[src/mem_pin_pkg.sv]
// Constants, field layouts and enumerations for the narrow memory pin control.
// Assumes a single 200 MHz core clock and a plain strobe register port.

package mem_pin_pkg;

  // ------------------------------------------------------------------
  // Register map (byte addresses)
  // ------------------------------------------------------------------
  localparam logic [3:0] CFG_ADDR = 4'h0;
  localparam logic [3:0] CMD_ADDR = 4'h4;
  localparam logic [3:0] STATUS_ADDR = 4'h8;

  // ------------------------------------------------------------------
  // Field positions
  // ------------------------------------------------------------------
  localparam int CFG_W = 6;
  localparam int CFG_DIV_LSB = 0;
  localparam int CFG_DIV_MSB = 1;
  localparam int CFG_WIDE_BIT = 2;
  localparam int CFG_TYPE_LSB = 3;
  localparam int CFG_TYPE_MSB = 4;
  localparam int CFG_RSEL_BIT = 5;
  localparam logic [CFG_W-1:0] CFG_RESET = 6'h00;

  localparam int CMD_W = 5;
  localparam int CMD_WRITE_BIT = 0;
  localparam int CMD_A0_BIT = 1;
  localparam int CMD_HALF_BIT = 2;
  localparam int CMD_COL_BIT = 3;
  localparam int CMD_PDT_BIT = 4;
  localparam logic [CMD_W-1:0] CMD_RESET = 5'h00;

  localparam int STAT_W = 6;

  // ------------------------------------------------------------------
  // Enumerations
  // ------------------------------------------------------------------
  typedef enum logic [1:0] {SRC_EXT = 2'h0, SRC_DIV4 = 2'h1, SRC_DIV6 = 2'h2} clk_src_t;
  typedef enum logic [1:0] {DIV_BY1 = 2'h0, DIV_BY2 = 2'h1, DIV_BY4 = 2'h2} div_ratio_t;
  typedef enum logic [1:0] {MT_ASYNC = 2'h0, MT_SDRAM = 2'h1, MT_SYNC = 2'h2} mem_type_t;
  typedef enum logic [1:0] {ACC_IDLE = 2'h0, ACC_STROBE = 2'h1, ACC_RECOVER = 2'h3} acc_state_t;

  // ------------------------------------------------------------------
  // Timing counts (core clock cycles / interface clock ticks)
  // ------------------------------------------------------------------
  localparam logic [2:0] DIV4_LAST = 3'h3;
  localparam logic [2:0] DIV4_HIGH = 3'h2;
  localparam logic [2:0] DIV6_LAST = 3'h5;
  localparam logic [2:0] DIV6_HIGH = 3'h3;
  localparam logic [1:0] STRAP_SETTLE = 2'h3;
  localparam logic [1:0] STROBE_TICKS = 2'h2;

endpackage

[src/narrow_ext_mem_pin_control.sv]
// Pin-level control of a 16-bit external memory port: interface clock
// selection, two output clocks, shared strobes, byte enables, peripheral
// direct transfer and hold/acknowledge arbitration.
// Assumes straps and pin inputs are asynchronous; register port on clk.
//
// The strobed register port and the register addresses were chosen for this implementation.

`timescale 1ns/100ps
`default_nettype none

// Function
// - At reset two address strap pins pick the interface clock: pin clock, core/4 or core/6.
// - The divided output clock is the interface clock divided by one, two or four.
// - The full-rate output clock follows the interface clock with no division.
// - Strobe A is async read enable, SDRAM column strobe or sync address/read strobe by type.
// - Strobe B is async output enable, SDRAM row strobe or sync output enable by memory type.
// - For sync memory with read-enable-select at 0, strobe A acts as the address strobe.
// - For sync memory with read-enable-select at 1, strobe A acts as the read enable.
// - Byte enables are decoded from the low address bit and size, by memory width.
// - Byte enables mark the addressed lanes on reads and writes alike, so only addressed lanes are written.
// - A peripheral direct transfer output marks transfers between two external peripherals.
// - A host raises hold request and the device raises hold acknowledge once it yields the bus.
// - A bus request output shows that the device needs the external bus.
module narrow_ext_mem_pin_control
  import mem_pin_pkg::*;
(
  input wire logic clk, // Core clock, 200 MHz
  input wire logic rst, // Synchronous reset, active high
  input wire logic [3:0] reg_addr, // Register byte address
  input wire logic [31:0] reg_wdata, // Register write data
  input wire logic reg_wr, // Write strobe
  input wire logic reg_rd, // Read strobe
  output logic [31:0] reg_rdata, // Read data, cycle after strobe
  input wire logic ext_mem_clock_in, // External interface clock pin
  input wire logic [1:0] ext_addr_pins, // Strap levels of address pins 15:14
  output logic mem_clock_out_full, // Full-rate output clock
  output logic mem_clock_out_full_oe, // Drive enable
  output logic mem_clock_out_div, // Divided output clock
  output logic mem_clock_out_div_oe, // Drive enable
  output logic read_col_strobe_n, // Shared strobe A, active low
  output logic read_col_strobe_oe, // Drive enable
  output logic out_row_strobe_n, // Shared strobe B, active low
  output logic out_row_strobe_oe, // Drive enable
  output logic byte_lane_enable_lo_n, // Low lane enable, active low
  output logic byte_lane_enable_hi_n, // High lane enable, active low
  output logic byte_lane_enable_oe, // Drive enable for both lanes
  output logic peripheral_direct_xfer_n, // Direct transfer, active low
  output logic peripheral_direct_xfer_oe, // Drive enable
  input wire logic hold_request_in, // Host hold request, active high
  output logic hold_ack_out, // Hold acknowledge, active high
  output logic bus_request_out // Device needs the bus, active high
);

  // ------------------------------------------------------------------
  // State
  // ------------------------------------------------------------------
  typedef struct packed {
    logic [1:0] strap_s1;
    logic [1:0] strap_s2;
    logic [1:0] strap_cnt;
    logic strap_done;
    clk_src_t clk_sel;
    logic ext_s1;
    logic ext_s2;
    logic hold_s1;
    logic hold_s2;
    logic [2:0] ph;
    logic full_clk;
    logic [1:0] div_cnt;
    logic div_clk;
    logic [CFG_W-1:0] cfg;
    logic [CMD_W-1:0] cmd;
    logic pending;
    logic [CMD_W-1:0] act;
    acc_state_t state;
    logic [1:0] cnt;
    logic hold_ack;
    logic strobe_a_n;
    logic strobe_b_n;
    logic be_lo_n;
    logic be_hi_n;
    logic pdt_n;
    logic pins_oe;
    logic bus_req;
    logic [31:0] rdata;
  } state_t;

  state_t s_reg;
  state_t s_next;

  logic full_lvl;
  logic tick;
  logic active;
  logic first;
  logic is_read;
  logic a_on;
  logic b_on;
  logic lo_on;
  logic hi_on;
  logic [STAT_W-1:0] status;

  // ------------------------------------------------------------------
  // Next state
  // ------------------------------------------------------------------
  always_comb begin
    s_next = s_reg;
    full_lvl = s_reg.full_clk;
    tick = 1'b0;
    active = 1'b0;
    first = 1'b0;
    is_read = 1'b0;
    a_on = 1'b0;
    b_on = 1'b0;
    lo_on = 1'b0;
    hi_on = 1'b0;
    status = {s_reg.strap_done, s_reg.clk_sel, s_reg.hold_ack, s_reg.pending,
              (s_reg.state != ACC_IDLE)};

    // Two-stage synchronisers; first stages feed nothing else
    s_next.strap_s1 = ext_addr_pins;
    s_next.strap_s2 = s_reg.strap_s1;
    s_next.ext_s1 = ext_mem_clock_in;
    s_next.ext_s2 = s_reg.ext_s1;
    s_next.hold_s1 = hold_request_in;
    s_next.hold_s2 = s_reg.hold_s1;

    // Straps caught once, after the synchroniser has settled
    if (!s_reg.strap_done) begin
      s_next.strap_cnt = s_reg.strap_cnt + 2'h1;
      if (s_reg.strap_cnt == STRAP_SETTLE) begin
        s_next.strap_done = 1'b1;
        if (s_reg.strap_s2 == SRC_DIV4) begin
          s_next.clk_sel = SRC_DIV4;
        end else if (s_reg.strap_s2 == SRC_DIV6) begin
          s_next.clk_sel = SRC_DIV6;
        end else begin
          s_next.clk_sel = SRC_EXT;
        end
      end
    end

    // ----------------------------------------------------------------
    // Interface clock, as a level and a rising-edge tick
    // ----------------------------------------------------------------
    if (s_reg.strap_done) begin
      case (s_reg.clk_sel)
        SRC_DIV4: begin
          s_next.ph = (s_reg.ph >= DIV4_LAST) ? 3'h0 : s_reg.ph + 3'h1;
          full_lvl = (s_next.ph < DIV4_HIGH);
        end
        SRC_DIV6: begin
          s_next.ph = (s_reg.ph >= DIV6_LAST) ? 3'h0 : s_reg.ph + 3'h1;
          full_lvl = (s_next.ph < DIV6_HIGH);
        end
        default: begin
          full_lvl = s_reg.ext_s2;
        end
      endcase
    end
    // Full-rate clock is the interface clock itself
    s_next.full_clk = full_lvl;
    tick = full_lvl && !s_reg.full_clk;

    // Divided clock; ratio change takes effect at the next rising tick, or for divide by one as soon as both clocks are at the same level
    if (tick) begin
      s_next.div_cnt = s_reg.div_cnt + 2'h1;
    end
    case (div_ratio_t'(s_reg.cfg[CFG_DIV_MSB:CFG_DIV_LSB]))
      DIV_BY2: begin
        if (tick) begin
          s_next.div_clk = ~s_reg.div_clk;
        end
      end
      DIV_BY4: begin
        if (tick && s_reg.div_cnt[0]) begin
          s_next.div_clk = ~s_reg.div_clk;
        end
      end
      default: begin
        s_next.div_clk = (tick || s_reg.div_clk == s_reg.full_clk) ? full_lvl
          : s_reg.div_clk;
      end
    endcase

    // ----------------------------------------------------------------
    // Register port
    // ----------------------------------------------------------------
    s_next.rdata = 32'h0;
    if (reg_wr) begin
      if (reg_addr == CFG_ADDR) begin
        s_next.cfg = reg_wdata[CFG_W-1:0];
      end else if (reg_addr == CMD_ADDR) begin
        // One pending slot; a command while one waits is dropped
        if (!s_reg.pending) begin
          s_next.pending = 1'b1;
          s_next.cmd = reg_wdata[CMD_W-1:0];
        end
      end
    end
    if (reg_rd) begin
      if (reg_addr == CFG_ADDR) begin
        s_next.rdata = {{(32-CFG_W){1'b0}}, s_reg.cfg};
      end else if (reg_addr == CMD_ADDR) begin
        s_next.rdata = {{(32-CMD_W){1'b0}}, s_reg.cmd};
      end else if (reg_addr == STATUS_ADDR) begin
        s_next.rdata = {{(32-STAT_W){1'b0}}, status};
      end else begin
        s_next.rdata = 32'h0;
      end
    end

    // ----------------------------------------------------------------
    // Arbitration: the host wins whenever the sequencer is idle
    // ----------------------------------------------------------------
    if (!s_reg.hold_s2) begin
      s_next.hold_ack = 1'b0;
    end else if (s_reg.state == ACC_IDLE) begin
      s_next.hold_ack = 1'b1;
    end

    // ----------------------------------------------------------------
    // Access sequencer, stepped on interface clock ticks
    // ----------------------------------------------------------------
    case (s_reg.state)
      ACC_IDLE: begin
        if (tick && s_reg.pending && !s_reg.hold_ack && !s_reg.hold_s2) begin
          s_next.state = ACC_STROBE;
          s_next.cnt = STROBE_TICKS - 2'h1;
          s_next.act = s_reg.cmd;
          s_next.pending = 1'b0;
        end
      end
      ACC_STROBE: begin
        if (tick) begin
          if (s_reg.cnt == 2'h0) begin
            s_next.state = ACC_RECOVER;
          end else begin
            s_next.cnt = s_reg.cnt - 2'h1;
          end
        end
      end
      ACC_RECOVER: begin
        if (tick) begin
          s_next.state = ACC_IDLE;
        end
      end
      default: begin
        s_next.state = ACC_IDLE;
      end
    endcase

    // ----------------------------------------------------------------
    // Pin decode, registered so pins come straight from flops
    // ----------------------------------------------------------------
    active = (s_next.state == ACC_STROBE);
    first = active && (s_next.cnt == STROBE_TICKS - 2'h1);
    is_read = !s_next.act[CMD_WRITE_BIT];
    case (mem_type_t'(s_reg.cfg[CFG_TYPE_MSB:CFG_TYPE_LSB]))
      MT_SDRAM: begin
        a_on = active && s_next.act[CMD_COL_BIT];
        b_on = active && !s_next.act[CMD_COL_BIT];
      end
      MT_SYNC: begin
        if (s_reg.cfg[CFG_RSEL_BIT]) begin
          a_on = active && is_read;
        end else begin
          a_on = first;
        end
        b_on = active && is_read;
      end
      default: begin
        a_on = active && is_read;
        b_on = active && is_read;
      end
    endcase

    // Narrow memory uses the low lane only; the high lane stays idle
    if (!s_reg.cfg[CFG_WIDE_BIT]) begin
      lo_on = active;
    end else if (s_next.act[CMD_HALF_BIT]) begin
      lo_on = active;
      hi_on = active;
    end else begin
      lo_on = active && !s_next.act[CMD_A0_BIT];
      hi_on = active && s_next.act[CMD_A0_BIT];
    end

    s_next.strobe_a_n = !a_on;
    s_next.strobe_b_n = !b_on;
    s_next.be_lo_n = !lo_on;
    s_next.be_hi_n = !hi_on;
    s_next.pdt_n = !(active && s_next.act[CMD_PDT_BIT]);
    s_next.pins_oe = !s_next.hold_ack;
    s_next.bus_req = s_next.pending || (s_next.state != ACC_IDLE);
  end

  // ------------------------------------------------------------------
  // Registers
  // ------------------------------------------------------------------
  always_ff @(posedge clk) begin
    if (rst) begin
      s_reg <= '0;
      s_reg.clk_sel <= SRC_EXT;
      s_reg.cfg <= CFG_RESET;
      s_reg.cmd <= CMD_RESET;
      s_reg.act <= CMD_RESET;
      s_reg.state <= ACC_IDLE;
      s_reg.strobe_a_n <= 1'b1;
      s_reg.strobe_b_n <= 1'b1;
      s_reg.be_lo_n <= 1'b1;
      s_reg.be_hi_n <= 1'b1;
      s_reg.pdt_n <= 1'b1;
      s_reg.pins_oe <= 1'b1;
    end else begin
      s_reg <= s_next;
    end
  end

  // ------------------------------------------------------------------
  // Outputs
  // ------------------------------------------------------------------
  assign reg_rdata = s_reg.rdata;
  assign mem_clock_out_full = s_reg.full_clk;
  assign mem_clock_out_full_oe = s_reg.pins_oe;
  assign mem_clock_out_div = s_reg.div_clk;
  assign mem_clock_out_div_oe = s_reg.pins_oe;
  assign read_col_strobe_n = s_reg.strobe_a_n;
  assign read_col_strobe_oe = s_reg.pins_oe;
  assign out_row_strobe_n = s_reg.strobe_b_n;
  assign out_row_strobe_oe = s_reg.pins_oe;
  assign byte_lane_enable_lo_n = s_reg.be_lo_n;
  assign byte_lane_enable_hi_n = s_reg.be_hi_n;
  assign byte_lane_enable_oe = s_reg.pins_oe;
  assign peripheral_direct_xfer_n = s_reg.pdt_n;
  assign peripheral_direct_xfer_oe = s_reg.pins_oe;
  assign hold_ack_out = s_reg.hold_ack;
  assign bus_request_out = s_reg.bus_req;

endmodule

`default_nettype wire

[config.mk]
export PLATFORM = sky130hd
export DESIGN_NAME = narrow_ext_mem_pin_control
export DESIGN_NICKNAME = d
export VERILOG_FILES = /design/src/mem_pin_pkg.sv /design/src/narrow_ext_mem_pin_control.sv
export SDC_FILE = /design/constraint.sdc
export NUM_CORES = 1
export LEC_CHECK = 0
export ABC_AREA = 1
export BUFFER_PORTS_ARGS = -buffer_cell sky130_fd_sc_hd__buf_2
export CORE_ASPECT_RATIO = 0.7
export CORE_MARGIN = 2
export CORE_UTILIZATION = 25
export DETAILED_ROUTE_END_ITERATION = 10
export RECOVER_POWER = 25
export SLEW_MARGIN = 20
export SYNTH_ARGS = -nofsm -noshare
export SYNTH_HDL_FRONTEND = slang
export SYNTH_SLANG_ARGS = --single-unit
export TNS_END_PERCENT = 100
[constraint.sdc]
create_clock -name clk -period 2.8 [get_ports clk]
set_input_delay 0.56 -clock clk [delete_from_list [all_inputs] [get_ports clk]]
set_output_delay 0.56 -clock clk [all_outputs]
set_load 0.01 [all_outputs]
==> qor.yml <==
outcome:
  status: "finished, final reports clean"
floorplan:
  core_sq_um: 10200
  start_util_pct: 25.3
  die_w_um: 126
  row_count: 31
  die_h_um: 89.2
  dieArea_sq_um: 11200
  io_pins: 91
placement:
  numPortBuffers: 38
  dp_worst_setup_slack_ns: 0.492
  place.gp.congestion: 0.895
  dp_hpwl_mm: 4.20
synthesis:
  synthSimpleGateAreaFrac_pct: 19.2
  synth_ff_type: "dfxtp_1"
  yosys_warnings: 0
  synth.area.top_cells: "dfxtp_1, buf_4, nor2_1"
  synth-seq-cells: 54
  synth_compound_area_share_pct: 14.5
  synthDistinctLibCells: 31
  async_flop_share_pct: 0
  synthXorXnorAreaFrac_pct: 0
  yosysTopAreaCellShare_pct: 41.7
  synthCells: 339
  synth_top_family_by_area: "simple AND/OR/NAND/NOR gates"
  seq_area_frac_synth_pct: 41.7
  netlist_area_sq_um: 2590
  synth.avg_cell_area_sq_um: 7.65
  synth_fa_ha_area_share_pct: 4.82
  synthMuxAreaShare_pct: 0.772
  synth_largest_area_cell: "dfxtp_1"
  synth-edff-count: 0
setup_path:
  crit_required_ns: 2.95
  max_stage_delay_ns: 0.37
  crit_arrival_ns: 2.48
  cp_max_fo: 8
  cp_slowest_cell: "dfxtp_1"
  worst-r2r-cell-count: 14
  crit_chain: "ha_1, ha_1, inv_1, nand3_1, nand3_1, nand2_1, inv_2, nand2_4, nand3_4, nor2_1, nand3b_1, nand2_1, nor3_1, o211ai_1"
  critPathKind: "flop to flop"
  end_kind: "flop"
  startpoint_type: "flop"
worst_hold_path:
  hold_path_depth: 2
  hold_class: "flop to flop"
power:
  vdd_drop_max_v: 0.000236
  power.density_nw_per_um2: 578
  leakagePower_uw: 0.00128
layout:
  layout-drive-gt1-share_pct: 13.3
  fill_cells: 1131
  postLayoutCoreUtil_pct: 28.6
  largest_reg_flops: 34
  area_delta_synth_final_pct: 12.8
  final_common_cell: "dfxtp_1"
  finalNetCount: 422
  layout_common_cells: "dfxtp_1, nor2_1, inv_1"
  antenna_cells: 0
clock_network:
  clockBufferDepth: 2
  cts_buffers: 5
  cts_sinks: 54
  clkTransAtPathRegs_ns: 0.07
  ctsHoldBuffers: 0
  clockRootBuffer: "clkbuf_16"
  cts_max_level: 2
  cts_setup_buffers: 0
  post_cts_resized: 0
  clk_latency_ns: 0.29
  cts_tree: "yes"
route:
  met3WireLength_um: 258
  wl_met1_mm: 2.99
  via_per_inst: 4.17
  drt_iter0_drc: 115
  first_pass_iters: 4
  drt-total-wl_mm: 5.43
  wl_met2_mm: 2.14
  ant_nets: 0
  wl_per_cell_um: 10.8
  num_vias: 2087
  routed.top_layer: "met4"
  drc: 0
global_route:
  grt_overflow: 0
  antenna_found_initial: 0
  grt_max_degree: 27
  grt_pass1_vias: 1880
  grt_pass1_wl_mm: 9.14
  grt_use_total_pct: 10.1
timing:
  min_period_over_period_pct: 83.4
  rsz0062_at_grt: "false"
  setup-tns-final_ns: 0
  hold_ws_ns: 0.407
  maxSlewViolCount: 0
  setup_viol: 0
  postLayoutSetupSlackWorst_ns: 0.464
  slew_headroom_pct: 22.4
  worstMarginPinSlew_ns: 1.16
  fin_skew_ns: 0.00775
  fin_crit_ns: 2.34
  finalHoldViolCount: 0
  fmax_mhz: 428
job:
  maxCapViolCount: 0
[final timing paths]
check | to | startpoint | slack, ns
worst min-delay path | s_reg[78]$_SDFF_PP0_ | s_next[78]$_SDFF_PP0_ | 0.41
worst max register to register | out_row_strobe_n$_SDFF_PP1_ | s_reg[65]$_SDFFE_PP0P_ | 0.46
worst min register to register | s_reg[78]$_SDFF_PP0_ | s_next[78]$_SDFF_PP0_ | 0.41
worst max-delay path | out_row_strobe_n$_SDFF_PP1_ | s_reg[65]$_SDFFE_PP0P_ | 0.46
[cells in the mapped netlist (3+ instances only)]
cell type and number:
a21oi_1 20, a221oi_1 5, buf_4 37, clkbuf_1 4, dfxtp_1 54, ha_1 10
inv_1 48, nand2_1 33, nand3_1 13, nand4_1 3, nor2_1 52, nor3_1 4
o21ai_0 31
[kinds of logic after synthesis]
family,count (synthesis)
simple gates,112
fa+ha+maj,10
other cells,1
mux,2
buf+inv,93
compound gates,67
flops,54
[per-stage QoR]
| stage | total power (uW) | cells | instance area [sq um] |
|---|---|---|---|
| after global placement | 977 | 493 | 2760 |
| after global routing | 1770 | 501 | 2930 |
| after detailed placement | 980 | 493 | 2760 |
| final | 1690 | 501 | 2930 |
| after CTS | 1700 | 501 | 2940 |
| after floorplan | 963 | 364 | 2690 |
[layout make-up]
cell class | instances | area (sq um) | share of cell area (%)
Clock buffer | 6 | 139 | 4.75
Clock inverter | 2 | 38.8 | 1.33
Inverter | 50 | 189 | 6.46
Multi-Input combinational cell | 217 | 1120 | 38.2
Sequential cell | 54 | 1080 | 36.9
Tap cell | 132 | 165 | 5.64
Timing Repair Buffer | 40 | 196 | 6.71
[worst max-delay path: cells and delay by family (launching register included)]
kind	cells	cell delay, ns
and+or+nand+nor	9	1.02
adders and majority gates	2	0.50
DFF	1	0.37
buffers and inverters	2	0.15
AOI/OAI and AO/OA	1	0.17
[report_power, final]
| group | switching [uW] | leakage [uW] | total, uW | internal (uW) |
|---|---|---|---|---|
| clock | 279 | 0.0000875 | 729 | 450 |
| sequential | 18.7 | 0.000439 | 812 | 793 |
| combinational | 101 | 0.000755 | 151 | 50.2 |
[metal layers]
| metal | track usage, % | vias to the layer above |
|---|---|---|
| met2 | 14.1 | 49 |
| met4 | 2.80 | 0 |
| met1 | 15.3 | 952 |
| met3 | 2.39 | 4 |
| met5 | 0 | - |
| li1 | - | 1082 |
Power figures use the tool's default switching activity.
